File: src/lvps_pkg.sv
/*
 Shared constants and carrier types for the pixel link serializer.
 Assumes a 125 MHz system clock and an SystemVerilog-2012 tool flow.
*/
package lvps_pkg;
   localparam int unsigned SYS_CLK_KHZ = 125_000;
   localparam int unsigned LOCK_TIME_MS = 10;
   localparam int unsigned LOCK_CYCLES = LOCK_TIME_MS * SYS_CLK_KHZ;
   localparam int unsigned SLOTS = 7;
   localparam int unsigned LANES_WIDE = 4;
   localparam int unsigned LANES_NARROW = 3;
   localparam int unsigned COLOUR_WIDE = 24;
   localparam int unsigned COLOUR_NARROW = 18;
   localparam int unsigned FIFO_DEPTH_DEF = 8;
   localparam int unsigned BIT_CYCLES_DEF = 1;
   localparam int unsigned CLK_LOSS_CYCLES = 64;
   localparam logic [6:0] CLK_LANE_PATTERN = 7'h63;
   localparam logic [6:0] LAST_SLOT = 7'h06;

   typedef struct packed {
      logic pixel_data_valid;
      logic frame_sync;
      logic line_sync;
   } lvps_ctrl_t;

   typedef enum logic {
      LVPS_IDLE,
      LVPS_SHIFT
   } lvps_state_t;
endpackage

File: src/lvps_serializer.sv
/*
 Pixel link serializer: pin synchronisers, edge capture, word FIFO,
 lock timer and the seven-slot lane shifter with its clock lane.
 Assumes every pin input is asynchronous to i_clk and that the pad ring
 resolves the differential drivers from the output enable.
*/
`timescale 1ns/10ps

module lvps_fifo #(
   parameter int W = 28,
   parameter int DEPTH = 8
) (
   input wire logic i_clk,
   input wire logic i_rst_n,
   input wire logic i_flush,
   input wire logic i_in_valid,
   output logic o_in_ready,
   input wire logic [W-1:0] i_in_data,
   output logic o_out_valid,
   input wire logic i_out_ready,
   output logic [W-1:0] o_out_data
);
   localparam int AW = (DEPTH > 1) ? $clog2(DEPTH) : 1;

   generate
      if (DEPTH < 2 || (DEPTH & (DEPTH - 1)) != 0) begin : g_bad_depth
         $error("FIFO depth must be a power of two of at least 2");
      end
   endgenerate

   logic [W-1:0] mem_r [DEPTH];
   logic [AW:0] wr_ptr_r;
   logic [AW:0] rd_ptr_r;
   wire full = (wr_ptr_r[AW] != rd_ptr_r[AW]) && (wr_ptr_r[AW-1:0] == rd_ptr_r[AW-1:0]);
   wire empty = (wr_ptr_r == rd_ptr_r);
   wire push = i_in_valid && !full;
   wire pop = i_out_ready && !empty;

   assign o_in_ready = !full;
   assign o_out_valid = !empty;
   assign o_out_data = mem_r[rd_ptr_r[AW-1:0]];

   always_ff @(posedge i_clk) begin
      if (push) begin
         mem_r[wr_ptr_r[AW-1:0]] <= i_in_data;
      end
   end

   always_ff @(posedge i_clk or negedge i_rst_n) begin
      if (!i_rst_n) begin
         wr_ptr_r <= '0;
         rd_ptr_r <= '0;
      end else if (i_flush) begin
         wr_ptr_r <= '0;
         rd_ptr_r <= '0;
      end else begin
         if (push) begin
            wr_ptr_r <= wr_ptr_r + 1'b1;
         end
         if (pop) begin
            rd_ptr_r <= rd_ptr_r + 1'b1;
         end
      end
   end
endmodule

module lvps_serializer
   import lvps_pkg::*;
#(
   parameter int LANES = LANES_WIDE,
   parameter int COLOUR_W = COLOUR_WIDE,
   parameter int FIFO_DEPTH = FIFO_DEPTH_DEF,
   parameter int BIT_CYCLES = BIT_CYCLES_DEF,
   parameter int LOCK_CNT = LOCK_CYCLES
) (
   input wire logic i_clk,
   input wire logic i_rst_n,
   input wire logic i_parallel_input_clock,
   input wire logic i_edge_sel_rise,
   input wire logic i_pwr_down_n,
   input wire logic [COLOUR_W-1:0] i_colour,
   input wire lvps_ctrl_t i_ctrl,
   input wire logic i_spare,
   output logic [LANES-1:0] o_lane_p,
   output logic [LANES-1:0] o_lane_n,
   output logic o_clk_lane_p,
   output logic o_clk_lane_n,
   output logic o_lane_oe,
   output logic o_locked,
   output logic o_overrun
);
   localparam int W = LANES * SLOTS;
   localparam int AW = COLOUR_W + 7;
   localparam int LCW = $clog2(LOCK_CNT + 1);
   localparam int GW = $clog2(CLK_LOSS_CYCLES + 1);
   localparam int TW = $clog2(BIT_CYCLES + 1);

   generate
      if (!((LANES == LANES_WIDE && COLOUR_W == COLOUR_WIDE) ||
            (LANES == LANES_NARROW && COLOUR_W == COLOUR_NARROW))) begin : g_bad_lanes
         $error("Only 4 lanes with 24 colour bits or 3 lanes with 18");
      end
      if (BIT_CYCLES < 1 || LOCK_CNT < 1) begin : g_bad_count
         $error("Bit and lock counts must be at least 1");
      end
   endgenerate

   function automatic logic [LANES-1:0] lane_bits(input logic [W-1:0] word,
                                                 input logic [2:0] slot);
      logic [LANES-1:0] b;
      b = '0;
      for (int l = 0; l < LANES; l++) begin
         b[l] = word[l * SLOTS + int'(slot)];
      end
      return b;
   endfunction

   // Reset release
   logic rst_meta_r;
   logic rst_n_r;
   always_ff @(posedge i_clk or negedge i_rst_n) begin
      if (!i_rst_n) begin
         rst_meta_r <= 1'b0;
         rst_n_r <= 1'b0;
      end else begin
         rst_meta_r <= 1'b1;
         rst_n_r <= rst_meta_r;
      end
   end

   // Pin synchronisers plus one delay stage
   wire [AW-1:0] async_in = {i_parallel_input_clock, i_edge_sel_rise, i_pwr_down_n,
                             i_spare, i_ctrl, i_colour};
   logic [AW-1:0] sync1_r;
   logic [AW-1:0] sync2_r;
   logic [AW-1:0] sync3_r;
   always_ff @(posedge i_clk or negedge rst_n_r) begin
      if (!rst_n_r) begin
         sync1_r <= '0;
         sync2_r <= '0;
         sync3_r <= '0;
      end else begin
         sync1_r <= async_in;
         sync2_r <= sync1_r;
         sync3_r <= sync2_r;
      end
   end

   wire clk_now = sync2_r[AW-1];
   wire clk_prev = sync3_r[AW-1];
   wire sel_rise = sync2_r[AW-2];
   wire pwr_on = sync2_r[AW-3];
   wire rise = clk_now && !clk_prev;
   wire fall = !clk_now && clk_prev;
   wire cap_edge = sel_rise ? rise : fall;
   wire [COLOUR_W+3:0] full_word = sync3_r[COLOUR_W+3:0];
   wire [W-1:0] word_in = full_word[W-1:0];

   // Clock presence and lock timer
   logic [GW-1:0] gap_r;
   logic [LCW-1:0] lock_cnt_r;
   wire alive = gap_r < GW'(CLK_LOSS_CYCLES);
   wire locked = lock_cnt_r == LCW'(LOCK_CNT);
   wire run = locked && pwr_on && alive;
   always_ff @(posedge i_clk or negedge rst_n_r) begin
      if (!rst_n_r) begin
         gap_r <= GW'(CLK_LOSS_CYCLES);
         lock_cnt_r <= '0;
      end else begin
         gap_r <= (rise || fall) ? '0 : (alive ? gap_r + 1'b1 : gap_r);
         if (!pwr_on || !alive) begin
            lock_cnt_r <= '0;
         end else if (!locked) begin
            lock_cnt_r <= lock_cnt_r + 1'b1;
         end
      end
   end

   // Word FIFO
   wire push = cap_edge && run;
   wire in_ready;
   wire out_valid;
   wire [W-1:0] out_data;
   lvps_state_t st_r;
   logic [2:0] slot_r;
   logic [TW-1:0] tick_r;
   logic [W-1:0] word_r;
   wire bit_done = tick_r == TW'(BIT_CYCLES - 1);
   wire last = (st_r == LVPS_SHIFT) && bit_done && (slot_r == LAST_SLOT[2:0]);
   wire pop = run && out_valid && ((st_r == LVPS_IDLE) || last);

   lvps_fifo #(.W(W), .DEPTH(FIFO_DEPTH)) lvps_fifo_inst (
      .i_clk(i_clk),
      .i_rst_n(rst_n_r),
      .i_flush(!run),
      .i_in_valid(push),
      .o_in_ready(in_ready),
      .i_in_data(word_in),
      .o_out_valid(out_valid),
      .i_out_ready(pop),
      .o_out_data(out_data)
   );

   // Shifter next values
   wire adv = (st_r == LVPS_SHIFT) && bit_done && !last;
   wire [W-1:0] word_nxt = pop ? out_data : word_r;
   wire [2:0] slot_nxt = pop ? 3'h0 : (adv ? slot_r + 3'h1 : slot_r);
   wire shift_nxt = run && (pop || ((st_r == LVPS_SHIFT) && !last));
   wire [LANES-1:0] lane_nxt = shift_nxt ? lane_bits(word_nxt, slot_nxt) : '0;
   wire clkl_nxt = shift_nxt && CLK_LANE_PATTERN[3'h6 - slot_nxt];

   always_ff @(posedge i_clk or negedge rst_n_r) begin
      if (!rst_n_r) begin
         st_r <= LVPS_IDLE;
         slot_r <= '0;
         tick_r <= '0;
         word_r <= '0;
      end else begin
         word_r <= word_nxt;
         slot_r <= slot_nxt;
         tick_r <= (pop || bit_done || !shift_nxt) ? '0 : tick_r + 1'b1;
         case (st_r)
            LVPS_IDLE: st_r <= (run && pop) ? LVPS_SHIFT : LVPS_IDLE;
            LVPS_SHIFT: st_r <= shift_nxt ? LVPS_SHIFT : LVPS_IDLE;
            default: st_r <= LVPS_IDLE;
         endcase
      end
   end

   // Output flops
   always_ff @(posedge i_clk or negedge rst_n_r) begin
      if (!rst_n_r) begin
         o_lane_p <= '0;
         o_lane_n <= '0;
         o_clk_lane_p <= 1'b0;
         o_clk_lane_n <= 1'b0;
         o_lane_oe <= 1'b0;
         o_locked <= 1'b0;
         o_overrun <= 1'b0;
      end else begin
         o_lane_p <= pwr_on ? lane_nxt : '0;
         o_lane_n <= pwr_on ? ~lane_nxt : '0;
         o_clk_lane_p <= pwr_on && clkl_nxt;
         o_clk_lane_n <= pwr_on && !clkl_nxt;
         o_lane_oe <= pwr_on;
         o_locked <= run;
         o_overrun <= push && !in_ready;
      end
   end
endmodule

File: config.mk
export PLATFORM = sky130hd
export DESIGN_NAME = lvps_serializer
export DESIGN_NICKNAME = d
export VERILOG_FILES = /design/src/lvps_pkg.sv /design/src/lvps_serializer.sv
export SDC_FILE = /design/constraint.sdc
export NUM_CORES = 1
export LEC_CHECK = 0
export ABC_CLOCK_PERIOD_IN_PS = 4700
export BUFFER_PORTS_ARGS = -buffer_cell sky130_fd_sc_hd__buf_2
export CAP_MARGIN = 0
export CELL_PAD_IN_SITES_DETAIL_PLACEMENT = 1
export CELL_PAD_IN_SITES_GLOBAL_PLACEMENT = 1
export CORE_MARGIN = 4
export CORE_UTILIZATION = 48
export DETAILED_ROUTE_END_ITERATION = 7
export PLACE_DENSITY = 0.84
export SLEW_MARGIN = 0
export SYNTH_ARGS = -nofsm -noshare
export SYNTH_HDL_FRONTEND = slang
export SYNTH_SLANG_ARGS = --single-unit
export TNS_END_PERCENT = 30
File: constraint.sdc
create_clock -name i_clk -period 4.7 [get_ports i_clk]
set_input_delay 1.41 -clock i_clk [delete_from_list [all_inputs] [get_ports i_clk]]
set_output_delay 1.41 -clock i_clk [all_outputs]
set_load 0.01 [all_outputs]
Word level (Yosys, flattened, before mapping)
Memory sizes are Yosys's and may differ from the RTL's.
Index checks and enable logic that the tools add are counted.
Widths: inputs -> output; s select.
{ "word_totals": {"reg_bits": 177, "ram_bits": 224, "romBits": 8, "output_inout_bits": 13, "word_cells": 115, "mem_count": 2} }
{ "op_classes": {"n_addsub": 10, "magnitude_cmp": 6, "eq_ne": 8, "mux": 30, "n_bitwise": 3, "reduce_logical": 36} }
{ "mem_list": {"columns": ["memory", "depth", "width", "rd", "rd_ports_with_merged_regs", "wr", "line_no", "source"], "rows": [
  ["lvps_fifo_inst.mem_r", 8, 28, 1, 0, 1, "lvps_serializer.sv:31", "logic [W-1:0] mem_r [DEPTH];"],
  ["(no name shown)", 8, 1, 1, 0, 0, "lvps_serializer.sv:210", "wire clkl_nxt = shift_nxt && CLK_LANE_PATTERN[3'h6 - slot_nxt];"]
]} }
{ "op_table": {"columns": ["cell", "n"], "rows": [
  ["$mux 21", 2],
  ["$mux 28", 1],
  ["$mux 4", 7],
  ["$add 21x1->21 const B", 1],
  ["$eq 21x21->1 const B", 1],
  ["$logic_and 1x1->1", 20],
  ["$bmux 1 s5", 3],
  ["$mux 7", 2],
  ["$mux 1", 11],
  ["$logic_not 1->1", 9],
  ["$add 4x1->4 const B", 2],
  ["$add 7x1->7 const B", 1],
  ["$lt 7x7->1 const B", 1],
  ["$add 5x3->6 const A", 1],
  ["$logic_or 1x1->1", 6],
  ["$lt 3x6->1 const B", 1],
  ["$lt 4x6->1 const B", 1],
  ["$lt 5x6->1 const B", 1],
  ["$lt 6x6->1 const B", 1],
  ["$mux 3", 2],
  ["$ne 2x1->1 const B", 3],
  ["$add 4x3->5 const A", 1],
  ["$add 3x3->4 const A", 1],
  ["$eq 4x4->1", 1],
  ["other kinds (12)", 13]
]} }

Logic depth before layout (Yosys ltp)
Gate-level depths: netlist of run 1.
{ "logic_depth": {"depth_word": 13, "mapped_depth": 18} }

By module
A second synthesis of run 1 with hierarchy kept.
{ "hier_totals": {"hier_cells": 951, "hier_area_um2": 15564.9} }
{ "by_module_without_submodules": {"columns": ["mod", "n_inst", "cells_per_inst", "area_per_inst_um2"], "rows": [
  ["lvps_fifo", 1, 404, 9097.5],
  ["lvps_serializer", 1, 547, 6467.5]
]} }

Least setup slack after synthesis of run 1
No wires, ideal clock.
{ "synth_timing": {"kind": "register -> register", "start": "register slot_r[0]", "end": "register o_lane_n[1]", "setup_ps": 96, "t_arrival_ps": 4350, "required_ps": 4604, "path_slack_ps": 254, "path_stages_with_launch": 17, "path_buffers": 5, "path_cell_list": "dfrtp_1 -> buf_2 -> inv_1 -> ha_1 -> nand2_1 -> o21a_1 -> nor4_2 -> buf_2 -> buf_1 -> nor2_1 -> ha_1 -> buf_1 -> clkbuf_1 -> mux4_2 -> mux2_2 -> mux2_2 -> a311oi_2"} }
{ "synth_between": {"elab_chain_cells": 12, "word_cells_on_any_way": 19} }
{ "synth_rtl": {"columns": ["item", "line_no", "source"], "rows": [
  ["start: declaration", "lvps_serializer.sv:185", "logic [2:0] slot_r;"],
  ["start signal: assignment", "lvps_serializer.sv:220", "slot_r <= slot_nxt;"],
  ["branches (longest 5 deep; another with $add 3x1->3)", null, null],
  ["$mux 3 (*)", "lvps_serializer.sv:207", "wire [2:0] slot_nxt = pop ? 3'h0 : (adv ? slot_r + 3'h1 : slot_r);"],
  ["named net slot_nxt[0]", "lvps_serializer.sv:207", null],
  ["$add 3x3->4 (*)", "lvps_serializer.sv:113", "b[l] = word[l * SLOTS + int'(slot)];"],
  ["$bmux 1 s5 (*)", "lvps_serializer.sv:113", null],
  ["$mux 1 (implied by the code) (*)", "lvps_serializer.sv:113", null],
  ["$mux 4 (*)", "lvps_serializer.sv:209", "wire [LANES-1:0] lane_nxt = shift_nxt ? lane_bits(word_nxt, slot_nxt) : '0;"],
  ["$not 4->4 (*)", "lvps_serializer.sv:242", "o_lane_n <= pwr_on ? ~lane_nxt : '0;"],
  ["$mux 4 (*)", "lvps_serializer.sv:242", null],
  ["end signal: assignment", "lvps_serializer.sv:242", null],
  ["end: declaration", "lvps_serializer.sv:85", "output logic [LANES-1:0] o_lane_n,"]
]} }
Mark *: on every way through the listed nets, which the timed path passes. The select of a mux whose other input is x is not followed.
A chain may end at the register's enable or synchronous reset.

Worst setup path after layout of run 1
Same ends and word-level chain as after synthesis.

==> results_dict.tcl, run 1 <==
set metrics [dict create \
    run_status "finished, final reports clean" \
    timing.critical_path.from_type "flop" \
    sw_frac_of_total_pct 20.1 \
    post_drt_via_cell_ratio 5.77 \
    first_global_vias 8950 \
    timing.final.max_slew_violations 0 \
    rows 65 \
    critical_path_peak_fanout 15 \
    clk_path_buf_depth 3 \
    cell_chain_critical_path "inv_1, ha_1, and2_1, nor3_2, nor2_2, nor2_1, ha_1, mux4_2, o211ai_1, o21ai_0, mux2_2, a311oi_2" \
    synthTopCellsByCount "224 x sky130_fd_sc_hd__edfxtp_1, 174 x sky130_fd_sc_hd__dfrtp_1, 66 x sky130_fd_sc_hd__mux4_2, 57 x sky130_fd_sc_hd__nor2_1, 50 x sky130_fd_sc_hd__nand2_1" \
    worst_pin_slew_ns 0.972 \
    cts_inserted_buffers 42 \
    yosysMostFrequentCell "sky130_fd_sc_hd__edfxtp_1" \
    synth.distinct_cells 63 \
    fill_cells 2899 \
    numPortBuffers 45 \
    max_vdd_drop_mv 0.299 \
    required_ns 5.15 \
    syn-mean-instance-area_um2 17.2 \
    crit_path_max_incr_delay_ns 0.73 \
    grt_setup_unrepaired "no" \
    synth_largest_type_area_fraction_pct 43.8 \
    dp.final_hpwl_um 19900 \
    synth-seq-area-share_pct 72.3 \
    critPathArrivalTime_ns 4.63 \
    number_of_cells_upsized_or_downsized_after_cts 0 \
    htree_num_levels 2 \
    ys_top_cells_by_area "sky130_fd_sc_hd__edfxtp_1 44%, sky130_fd_sc_hd__dfrtp_1 28%, sky130_fd_sc_hd__mux4_2 9.7%" \
    seq_area_um2 11100 \
    timing.setup.tns_ns 0 \
    cts_root_buf "sky130_fd_sc_hd__clkbuf_16" \
    p_seq_share_pct 54.7 \
    core_utilization_of_the_finished_layout_pct 55.3 \
    synthFlopType "sky130_fd_sc_hd__edfxtp_1" \
    placedInstanceArea_um2 16200 \
    drt-pass1-iter-count 5 \
    maxClockFrequency_ghz 0.239 \
    synth_edf_count 224 \
    holdCritPathClass "flop to flop" \
    worst_clk_skew_ns 0.0153 \
    multi_input_area_um2 4060 \
    dp.cells 1326 \
    finalPower_mw 6.95 \
    tightest_slew_margin_relative_to_the_limit_pct 35.2 \
    final_antenna_net_count 0 \
    cts_tree "done" \
    tritoncts_num_sinks 399 \
    ys_seq_elements 399 \
    layout-area-overhead-vs-synth_pct 13.5 \
    clk_transition_reported_paths_ns 0.06 \
    yosysTopAreaCell "sky130_fd_sc_hd__edfxtp_1" \
    synth_cells 895 \
    number_of_nets_in_the_finished_design 1016 \
    grt_remaining_overflow 0 \
    setup.worst_path.end_class "flop" \
    syn-num-nets 943 \
    hold-worst-slack_ns 0.336 \
    finish.cell_count_without_fillers 1403 \
    power_report.internal_total_mw 5.55 \
    crit_path_top_delay_cell "sky130_fd_sc_hd__ha_1" \
    switching_power_mw 1.40 \
    timing.final.ws_setup_ns 0.512 \
    grt_first_pass_wirelength_um 52900 \
    routed_wl_um 32800 \
    cts_setup_buffers 0 \
    layout-drive-gt1-share_pct 22.5 \
    initial_standard_cell_utilization_of_the_core_pct 48.7 \
    combinationalPowerShare_pct 1.1 \
    cts_hold_buffers 0 \
    yosys_warning_total 0 \
    vias 8092 \
    die_height_um 187 \
    largest_net_degree_at_the_start_of_global_routing 174 \
    dp_worst_setup_slack_ns 0.531 \
    routability_congestion_estimate 0.926 \
    cellPowerDensity_nw_per_um2 398 \
    num_io_pins 46 \
    worstSetupPathType "flop to flop" \
    fp.dieArea_um2 34900 \
    final-setup-viol-count 0 \
    synth.cell_area_um2 15400 \
    grt_antenna_before_repair 0 \
    leakage_power_nw 6.36 \
    drt_drc_violations_left 0 \
    max_cap_check_violation_count 0 \
    layout.cell_area.non_filler_um2 17400 \
    critical_path.most_common_cell "sky130_fd_sc_hd__ha_1" \
    routedWlPerCell_um 23.4 \
    dieWidth_um 187 \
    post-route-period-util_pct 89.1 \
    layout_min_cycle_time_ns 4.19 \
    power.clock.fraction_pct 44.2 \
    clkLatencyLatePin_ns 0.53 \
    fp.coreArea_um2 31600 \
    track_usage_pct 19.2 \
    asyncSetResetFlopFracSynth_pct 43.9 \
    insertedDiodeCount 0 \
    detail_route.iter0.violations 605 \
    final-hold-violation-count 0 \
]
## final timing paths
check,endpoint,slack [ns],cells past startpoint,start
max,o_lane_n[1],0.51,12,slot_r[0]
min,sync3_r[12],0.34,0,sync2_r[12]
max reg2reg,o_lane_n[1],0.51,12,slot_r[0]
min reg2reg,sync3_r[12],0.34,0,sync2_r[12]
max in group asynchronous,lvps_fifo_inst.rd_ptr_r[0],3.42,1,rst_n_r
min in group asynchronous,sync2_r[27],0.52,1,rst_n_r
## sequential cells by signal (all words and copies together) (netlist names), 3 cells and up
register	cells
o_lane_n	4
slot_r	3
word_r	28
lvps_fifo_inst.mem_r	224
lock_cnt_r	21
sync2_r	31
sync3_r	30
gap_r	7
sync1_r	31
lvps_fifo_inst.wr_ptr_r	4
o_lane_p	4
lvps_fifo_inst.rd_ptr_r	4
## power by group through the flow
| stage | logic (mW) | registers (mW) | clock network [mW] |
|---|---|---|---|
| global placement | 0.0796 | 3.86 | 0 |
| detailed placement | 0.0821 | 3.87 | 0 |
| floorplan | 0.0250 | 3.87 | 0 |
| finish | 0.0788 | 3.80 | 3.07 |
| CTS | 0.0827 | 3.80 | 3.14 |
| global route | 0.0936 | 3.80 | 3.32 |
## cell families (layout without fill, tap and decap cells)
kind of cell / Yosys count / after routing / share of synthesized area, %
AO/OA/AOI/OAI: 94 / 94 / 4.09
adder cells (fa/ha/maj): 15 / 15 / 1.22
XOR/XNOR: 36 / 36 / 2.05
multiplexers: 107 / 107 / 12.4
flip-flops: 399 / 399 / 72.3
other: 2 / 2 / 0.0489
AND/OR/NAND/NOR: 188 / 188 / 6.42
buffers and inverters: 54 / 160 / 1.51
## critical path: cells and delay by family (launching register included)
kind / cells / cell delay, ns
AOI/OAI and AO/OA: 3 / 0.50
adders and majority gates: 2 / 0.93
muxes: 2 / 0.86
buffers and inverters: 1 / 0.19
DFF: 1 / 0.49
and+or+nand+nor: 4 / 1.11
## cell type report
cell class	count	share of cell area (%)
repair buffers	65	2.30
flip-flops and latches	399	63.7
clock inverters	11	0.509
clock buffers	66	6.89
inverters	18	0.387
multi-input cells	442	23.3
well taps	402	2.88
## layout by cell type, fill, tap and decap left out, types with 12 or more instances in the layout
cell                        count
sky130_fd_sc_hd__xnor2_1       12
sky130_fd_sc_hd__ha_1          15
sky130_fd_sc_hd__mux4_2        66
sky130_fd_sc_hd__dfrtp_1      170
sky130_fd_sc_hd__mux2i_1       35
sky130_fd_sc_hd__clkbuf_16     42
sky130_fd_sc_hd__nand3_1       17
sky130_fd_sc_hd__edfxtp_1     224
sky130_fd_sc_hd__clkbuf_1      18
sky130_fd_sc_hd__inv_1         17
sky130_fd_sc_hd__buf_4         18
sky130_fd_sc_hd__buf_2         45
sky130_fd_sc_hd__a21oi_1       17
sky130_fd_sc_hd__o21ai_0       32
sky130_fd_sc_hd__nor2_1        51
sky130_fd_sc_hd__nand2_1       50
sky130_fd_sc_hd__xor2_1        24
## routing by layer
metal / up-vias / routed length [um] / global-route usage [%]
met4: 0 / 867 / 5.52
met5: - / 0 / 0
met3: 57 / 1720 / 3.23
met1: 4278 / 13600 / 26.3
li1: 3530 / - / -
met2: 227 / 16600 / 32.4
No activity file was read; power rests on OpenSTA's default activity.
==> inputs of run 2 (changes only) <==
--- a/config.mk
+++ b/config.mk
@@ -13,7 +13,7 @@
 export CORE_MARGIN = 4
 export CORE_UTILIZATION = 48
 export DETAILED_ROUTE_END_ITERATION = 7
-export PLACE_DENSITY = 0.84
+export PLACE_DENSITY_LB_ADDON = 0.15
 export SLEW_MARGIN = 0
 export SYNTH_ARGS = -nofsm -noshare
 export SYNTH_HDL_FRONTEND = slang
==> run 2 against run 1 <==
Effect of this change:
- first-iteration DRC count decreased by 26%
- power up 1.2%
- cell count did not move
- cell area increased by 0.39%
- maximum frequency decreased by 0.92%
- utilization increased by 0.21 points
- largest cell class unchanged
==> results_dict.tcl, run 2 (synthesis gave the netlist of run 1 again) <==
set metrics [dict create \
    layout_common_cells "224 x sky130_fd_sc_hd__edfxtp_1, 170 x sky130_fd_sc_hd__dfrtp_1, 66 x sky130_fd_sc_hd__mux4_2" \
    clk_transition_reported_paths_ns 0.06 \
    most_common_library_cell_in_the_layout_ignoring_fill_and_taps "sky130_fd_sc_hd__edfxtp_1" \
    max_vdd_drop_mv 0.323 \
    cts_tree "done" \
    clkLatencyLatePin_ns 0.54 \
    final-setup-viol-count 0 \
    number_of_cells_upsized_or_downsized_after_cts 0 \
    detail_route.iter0.violations 448 \
    cellPowerDensity_nw_per_um2 402 \
    num_io_pins 46 \
    timing.critical_path.from_type "flop" \
    final_antenna_net_count 0 \
    number_of_nets_in_the_finished_design 1017 \
    first_global_vias 8553 \
    leakage_power_nw 6.41 \
    timing.final.max_slew_violations 0 \
    final-hold-violation-count 0 \
    grt_remaining_overflow 0 \
    run_status "finished, final reports clean" \
    setup.worst_path.end_class "flop" \
    fp.coreArea_um2 31600 \
    vias 7876 \
    routedWlPerCell_um 22.7 \
    max_cap_check_violation_count 0 \
    track_usage_pct 18.7 \
    route.top_layer_used "met4" \
    worst_pin_slew_ns 0.821 \
    holdCritPathClass "flop to flop" \
    critical_path_peak_fanout 10 \
    clk_path_buf_depth 3 \
    worst_clk_skew_ns 0.0133 \
    crit_path_max_incr_delay_ns 0.53 \
    grt_first_pass_wirelength_um 51100 \
    initial_standard_cell_utilization_of_the_core_pct 48.7 \
    dp.final_hpwl_um 19500 \
    cts_root_buf "sky130_fd_sc_hd__clkbuf_16" \
    dieWidth_um 187 \
    routability_congestion_estimate 0.896 \
    met1Wirelength_um 14500 \
    cell_chain_critical_path "inv_1, ha_1, and2_1, nor3_1, nor2_1, nor2_1, ha_1, buf_4, nand2_1, o21ai_0, a211oi_1, a211oi_1, a211o_1, o2111a_1, a311oi_2" \
    layout.cell_area.non_filler_um2 17500 \
    met2RoutedLength_um 15400 \
    post-route-period-util_pct 89.9 \
    grt_antenna_before_repair 0 \
    fp.dieArea_um2 34900 \
    placedInstanceArea_um2 16200 \
    grt_setup_unrepaired "no" \
    drt-pass1-iter-count 4 \
    cts_setup_buffers 0 \
    largest_net_degree_at_the_start_of_global_routing 116 \
    critPathArrivalTime_ns 4.68 \
    timing.setup.tns_ns 0 \
    routed_wl_um 31800 \
    layout-area-overhead-vs-synth_pct 13.9 \
    detailroute.wirelength.met3_um 1390 \
    tightest_slew_margin_relative_to_the_limit_pct 44.8 \
    post_drt_via_cell_ratio 5.61 \
    fill_cells 2906 \
    cts_inserted_buffers 41 \
    htree_num_levels 2 \
    largest_register_ffs 224 \
    required_ns 5.15 \
    worstSetupPathType "flop to flop" \
    numPortBuffers 45 \
    layout_min_cycle_time_ns 4.23 \
    maxClockFrequency_ghz 0.237 \
    rows 65 \
    drt_drc_violations_left 0 \
    die_height_um 187 \
    insertedDiodeCount 0 \
    layout-drive-gt1-share_pct 23.7 \
    cts_hold_buffers 0 \
    finalPower_mw 7.03 \
    crit_path_top_delay_cell "sky130_fd_sc_hd__dfrtp_1" \
    tritoncts_num_sinks 399 \
]
[run 2: cell count changes in the layout (fill, tap and decap cells not counted), moves of 2 or more]
cell,previous run,this run
sky130_fd_sc_hd__buf_4,18,21
sky130_fd_sc_hd__clkbuf_1,18,6
sky130_fd_sc_hd__clkbuf_8,6,4
sky130_fd_sc_hd__clkinv_2,6,13
sky130_fd_sc_hd__clkinvlp_4,1,3
[run 2: report_power, final]
| part | total, mW | internal, mW | switching, mW | leakage (nW) |
|---|---|---|---|---|
| Combinational | 0.0680 | 0.0274 | 0.0405 | 1.66 |
| Clock | 3.16 | 1.81 | 1.34 | 0.665 |
| Sequential | 3.80 | 3.75 | 0.0518 | 4.08 |
| Total | 7.03 | 5.59 | 1.44 | 6.41 |
[run 2: worst paths after layout]
kind,start,end,slack [ns],cells past startpoint
min in group asynchronous,rst_n_r,sync1_r[1],0.41,0
max in group asynchronous,rst_n_r,lvps_fifo_inst.rd_ptr_r[2],3.07,1
max reg2reg,slot_r[0],o_lane_n[1],0.47,15
min,sync1_r[29],sync2_r[29],0.34,0
min reg2reg,sync1_r[29],sync2_r[29],0.34,0
max,slot_r[0],o_lane_n[1],0.47,15
[run 2: through the flow]
step | cells | worst slack (ns) | util (%) | hold WS (ns)
2_1_floorplan | 895 | 0.254 | - | 0.331
3_3_place_gp | 1328 | 0.685 | 51.2 | 0.332
3_5_place_dp | 1328 | 0.587 | 51.2 | 0.336
4_1_cts | 1403 | 0.564 | 55.5 | 0.348
5_1_grt | 1403 | 0.200 | 55.5 | 0.352
6_report | 1403 | 0.473 | 55.5 | 0.344
[run 2: layout make-up]
class                           instances  area [um^2]  share of cell area (%)
Clock buffer                           53         1150                    6.59
Clock inverter                         22          196                    1.12
Multi-Input combinational cell        442         4070                    23.2
Sequential cell                       399        11100                    63.5
Timing Repair Buffer                   67          403                    2.30
Inverter                               18         67.6                   0.386
Tap cell                              402          503                    2.87
[run 2: worst max-delay path: cells and delay by family (launching register included)]
| family | cells | cell delay (ns) |
|---|---|---|
| AOI/OAI and AO/OA | 6 | 1.14 |
| adders and majority gates | 2 | 0.73 |
| buffers and inverters | 2 | 0.43 |
| and+or+nand+nor | 5 | 1.31 |
| DFF | 1 | 0.53 |
[run 2: per-layer routing]
layer | up-vias | global-route usage, %
li1 | 3523 | -
met1 | 4130 | 27.3
met2 | 179 | 30.0
met3 | 44 | 3.12
met4 | 0 | 4.41
met5 | - | 0
==> inputs of run 3 (changes only) <==
--- a/config.mk
+++ b/config.mk
@@ -11,9 +11,10 @@
 export CELL_PAD_IN_SITES_DETAIL_PLACEMENT = 1
 export CELL_PAD_IN_SITES_GLOBAL_PLACEMENT = 1
 export CORE_MARGIN = 4
-export CORE_UTILIZATION = 48
+export CORE_UTILIZATION = 40
 export DETAILED_ROUTE_END_ITERATION = 7
 export PLACE_DENSITY_LB_ADDON = 0.15
+export REMOVE_ABC_BUFFERS = 1
 export SLEW_MARGIN = 0
 export SYNTH_ARGS = -nofsm -noshare
 export SYNTH_HDL_FRONTEND = slang
==> run 3 against run 2 <==
Effect of this change:
- maximum frequency is 2.5% lower
- sequential power hardly changed
- sequential cell count stayed put
- first-iteration DRC count is 23% higher
- utilization is 8.4 points lower
- global-route usage is 2.1 points lower
- cell area is 1.5% higher
==> results_dict.tcl, run 3 (synthesis gave the netlist of run 1 again) <==
set metrics [dict create \
    run_status "finished, final reports clean" \
    clk_path_buf_depth 3 \
    first_global_vias 8625 \
    crit_path_max_incr_delay_ns 0.77 \
    clk_transition_reported_paths_ns 0.06 \
    layout_common_cells "224 x sky130_fd_sc_hd__edfxtp_1, 170 x sky130_fd_sc_hd__dfrtp_1, 66 x sky130_fd_sc_hd__mux4_2" \
    critical_path.most_common_cell "sky130_fd_sc_hd__ha_1" \
    maxClockFrequency_ghz 0.231 \
    drt-pass1-iter-count 4 \
    worst_clk_skew_ns 0.0178 \
    grt_setup_unrepaired "no" \
    fill_cells 3600 \
    track_usage_pct 16.6 \
    final-setup-viol-count 0 \
    layout_min_cycle_time_ns 4.33 \
    die_height_um 204 \
    switching_power_mw 1.44 \
    cellPowerDensity_nw_per_um2 407 \
    detail_route.iter0.violations 552 \
    leakage_power_nw 6.46 \
    cts_inserted_buffers 44 \
    fp.dieArea_um2 41600 \
    critPathArrivalTime_ns 4.78 \
    htree_num_levels 2 \
    routability_congestion_estimate 0.907 \
    grt_antenna_before_repair 0 \
    cts_tree "done" \
    multi_input_area_um2 4090 \
    worstSetupPathType "flop to flop" \
    timing.final.max_slew_violations 0 \
    timing.critical_path.from_type "flop" \
    fp.coreArea_um2 37800 \
    max_cap_check_violation_count 0 \
    initial_standard_cell_utilization_of_the_core_pct 40.7 \
    p_seq_share_pct 52.6 \
    holdCritPathClass "flop to flop" \
    crit_family "simple AND/OR/NAND/NOR gates" \
    required_ns 5.15 \
    num_io_pins 46 \
    post-route-period-util_pct 92.2 \
    cts_hold_buffers 0 \
    drt_drc_violations_left 0 \
    cts_root_buf "sky130_fd_sc_hd__clkbuf_16" \
    dp_worst_setup_slack_ns 0.392 \
    dieWidth_um 204 \
    grt_first_pass_wirelength_um 52400 \
    tightest_slew_margin_relative_to_the_limit_pct 43.6 \
    worstPathBufferInverterCount 1 \
    tritoncts_num_sinks 399 \
    sw_frac_of_total_pct 19.9 \
    worst_pin_slew_ns 0.844 \
    final_antenna_net_count 0 \
    crit_path_top_delay_cell "sky130_fd_sc_hd__ha_1" \
    clkLatencyLatePin_ns 0.55 \
    layout-drive-gt1-share_pct 23.4 \
    numPortBuffers 45 \
    routedWlPerCell_um 21.8 \
    number_of_nets_in_the_finished_design 1022 \
    layout-area-overhead-vs-synth_pct 15.6 \
    seq_area_um2 11100 \
    largest_net_degree_at_the_start_of_global_routing 114 \
    final-hold-violation-count 0 \
    finish.cell_count_without_fillers 1520 \
    dp.final_hpwl_um 20200 \
    setup.worst_path.end_class "flop" \
    max_vdd_drop_mv 0.269 \
    dp.cells 1439 \
    rows 71 \
    number_of_cells_upsized_or_downsized_after_cts 0 \
    timing.final.ws_setup_ns 0.367 \
    largest_register_ffs 224 \
    grt_remaining_overflow 0 \
    most_common_library_cell_in_the_layout_ignoring_fill_and_taps "sky130_fd_sc_hd__edfxtp_1" \
    insertedDiodeCount 0 \
    combinationalPowerShare_pct 1.1 \
    power_report.internal_total_mw 5.79 \
    critical_path_peak_fanout 15 \
    power.clock.fraction_pct 46.3 \
    cts_setup_buffers 0 \
    vias 7880 \
    cell_chain_critical_path "inv_1, ha_1, and2_1, nor3_2, nor2_2, nor2_1, ha_1, mux4_2, o211ai_1, o21ai_0, mux2_2, a311oi_2" \
    post_drt_via_cell_ratio 5.18 \
    routed_wl_um 33200 \
]
-- run 3: worst paths after layout --
kind                             start            to  slack (ns)  cells past startpoint
setup / recovery             slot_r[0]   o_lane_n[1]        0.37                     12
hold / removal             sync2_r[25]   sync3_r[25]        0.34                      0
setup reg to reg             slot_r[0]   o_lane_n[1]        0.37                     12
hold reg to reg            sync2_r[25]   sync3_r[25]        0.34                      0
max in group asynchronous      rst_n_r  o_clk_lane_p        3.64                      1
min in group asynchronous      rst_n_r   sync1_r[22]        0.40                      1
-- run 3: area by class of cell --
type / instances / area share (%)
Clock buffer: 68 / 7.27
Sequential cell: 399 / 62.6
Multi-Input combinational cell: 442 / 23.0
Clock inverter: 13 / 0.725
Tap cell: 511 / 3.60
Inverter: 18 / 0.380
Timing Repair Buffer: 69 / 2.42
-- run 3: layer usage --
metal  routed length [um]  global-route usage, %  part of all wire, %  vias to the layer above
li1                     -                      -                    -                     3552
met3                 1540                   3.16                  4.6                       59
met1                15000                   23.6                   45                     4102
met5                    0                      0                    0                        -
met2                15600                   25.9                   47                      167
met4                  968                   5.77                  2.9                        0
-- run 3: metrics by stage --
| step | util, % | TNS (ns) | hold WS (ns) | instance area, um^2 | power (mW) |
|---|---|---|---|---|---|
| after detailed placement | 43.3 | 0 | 0.336 | 16300 | 3.95 |
| after global routing | 47.1 | 0 | 0.350 | 17800 | 7.53 |
| after floorplan | - | -163.17 | 0.331 | 15200 | 3.90 |
| final | 47.1 | 0 | 0.343 | 17800 | 7.22 |
| after global placement | 43.3 | 0 | 0.332 | 16300 | 3.95 |
| after CTS | 47.1 | 0 | 0.343 | 17800 | 7.34 |
-- run 3: power groups by stage --
stage	Combinational (mW)	Clock, mW	Sequential [mW]
5_1_grt	0.0960	3.63	3.80
6_report	0.0796	3.35	3.80
3_5_place_dp	0.0851	0	3.87
2_1_floorplan	0.0245	0	3.87
4_1_cts	0.0854	3.45	3.80
3_3_place_gp	0.0825	0	3.86
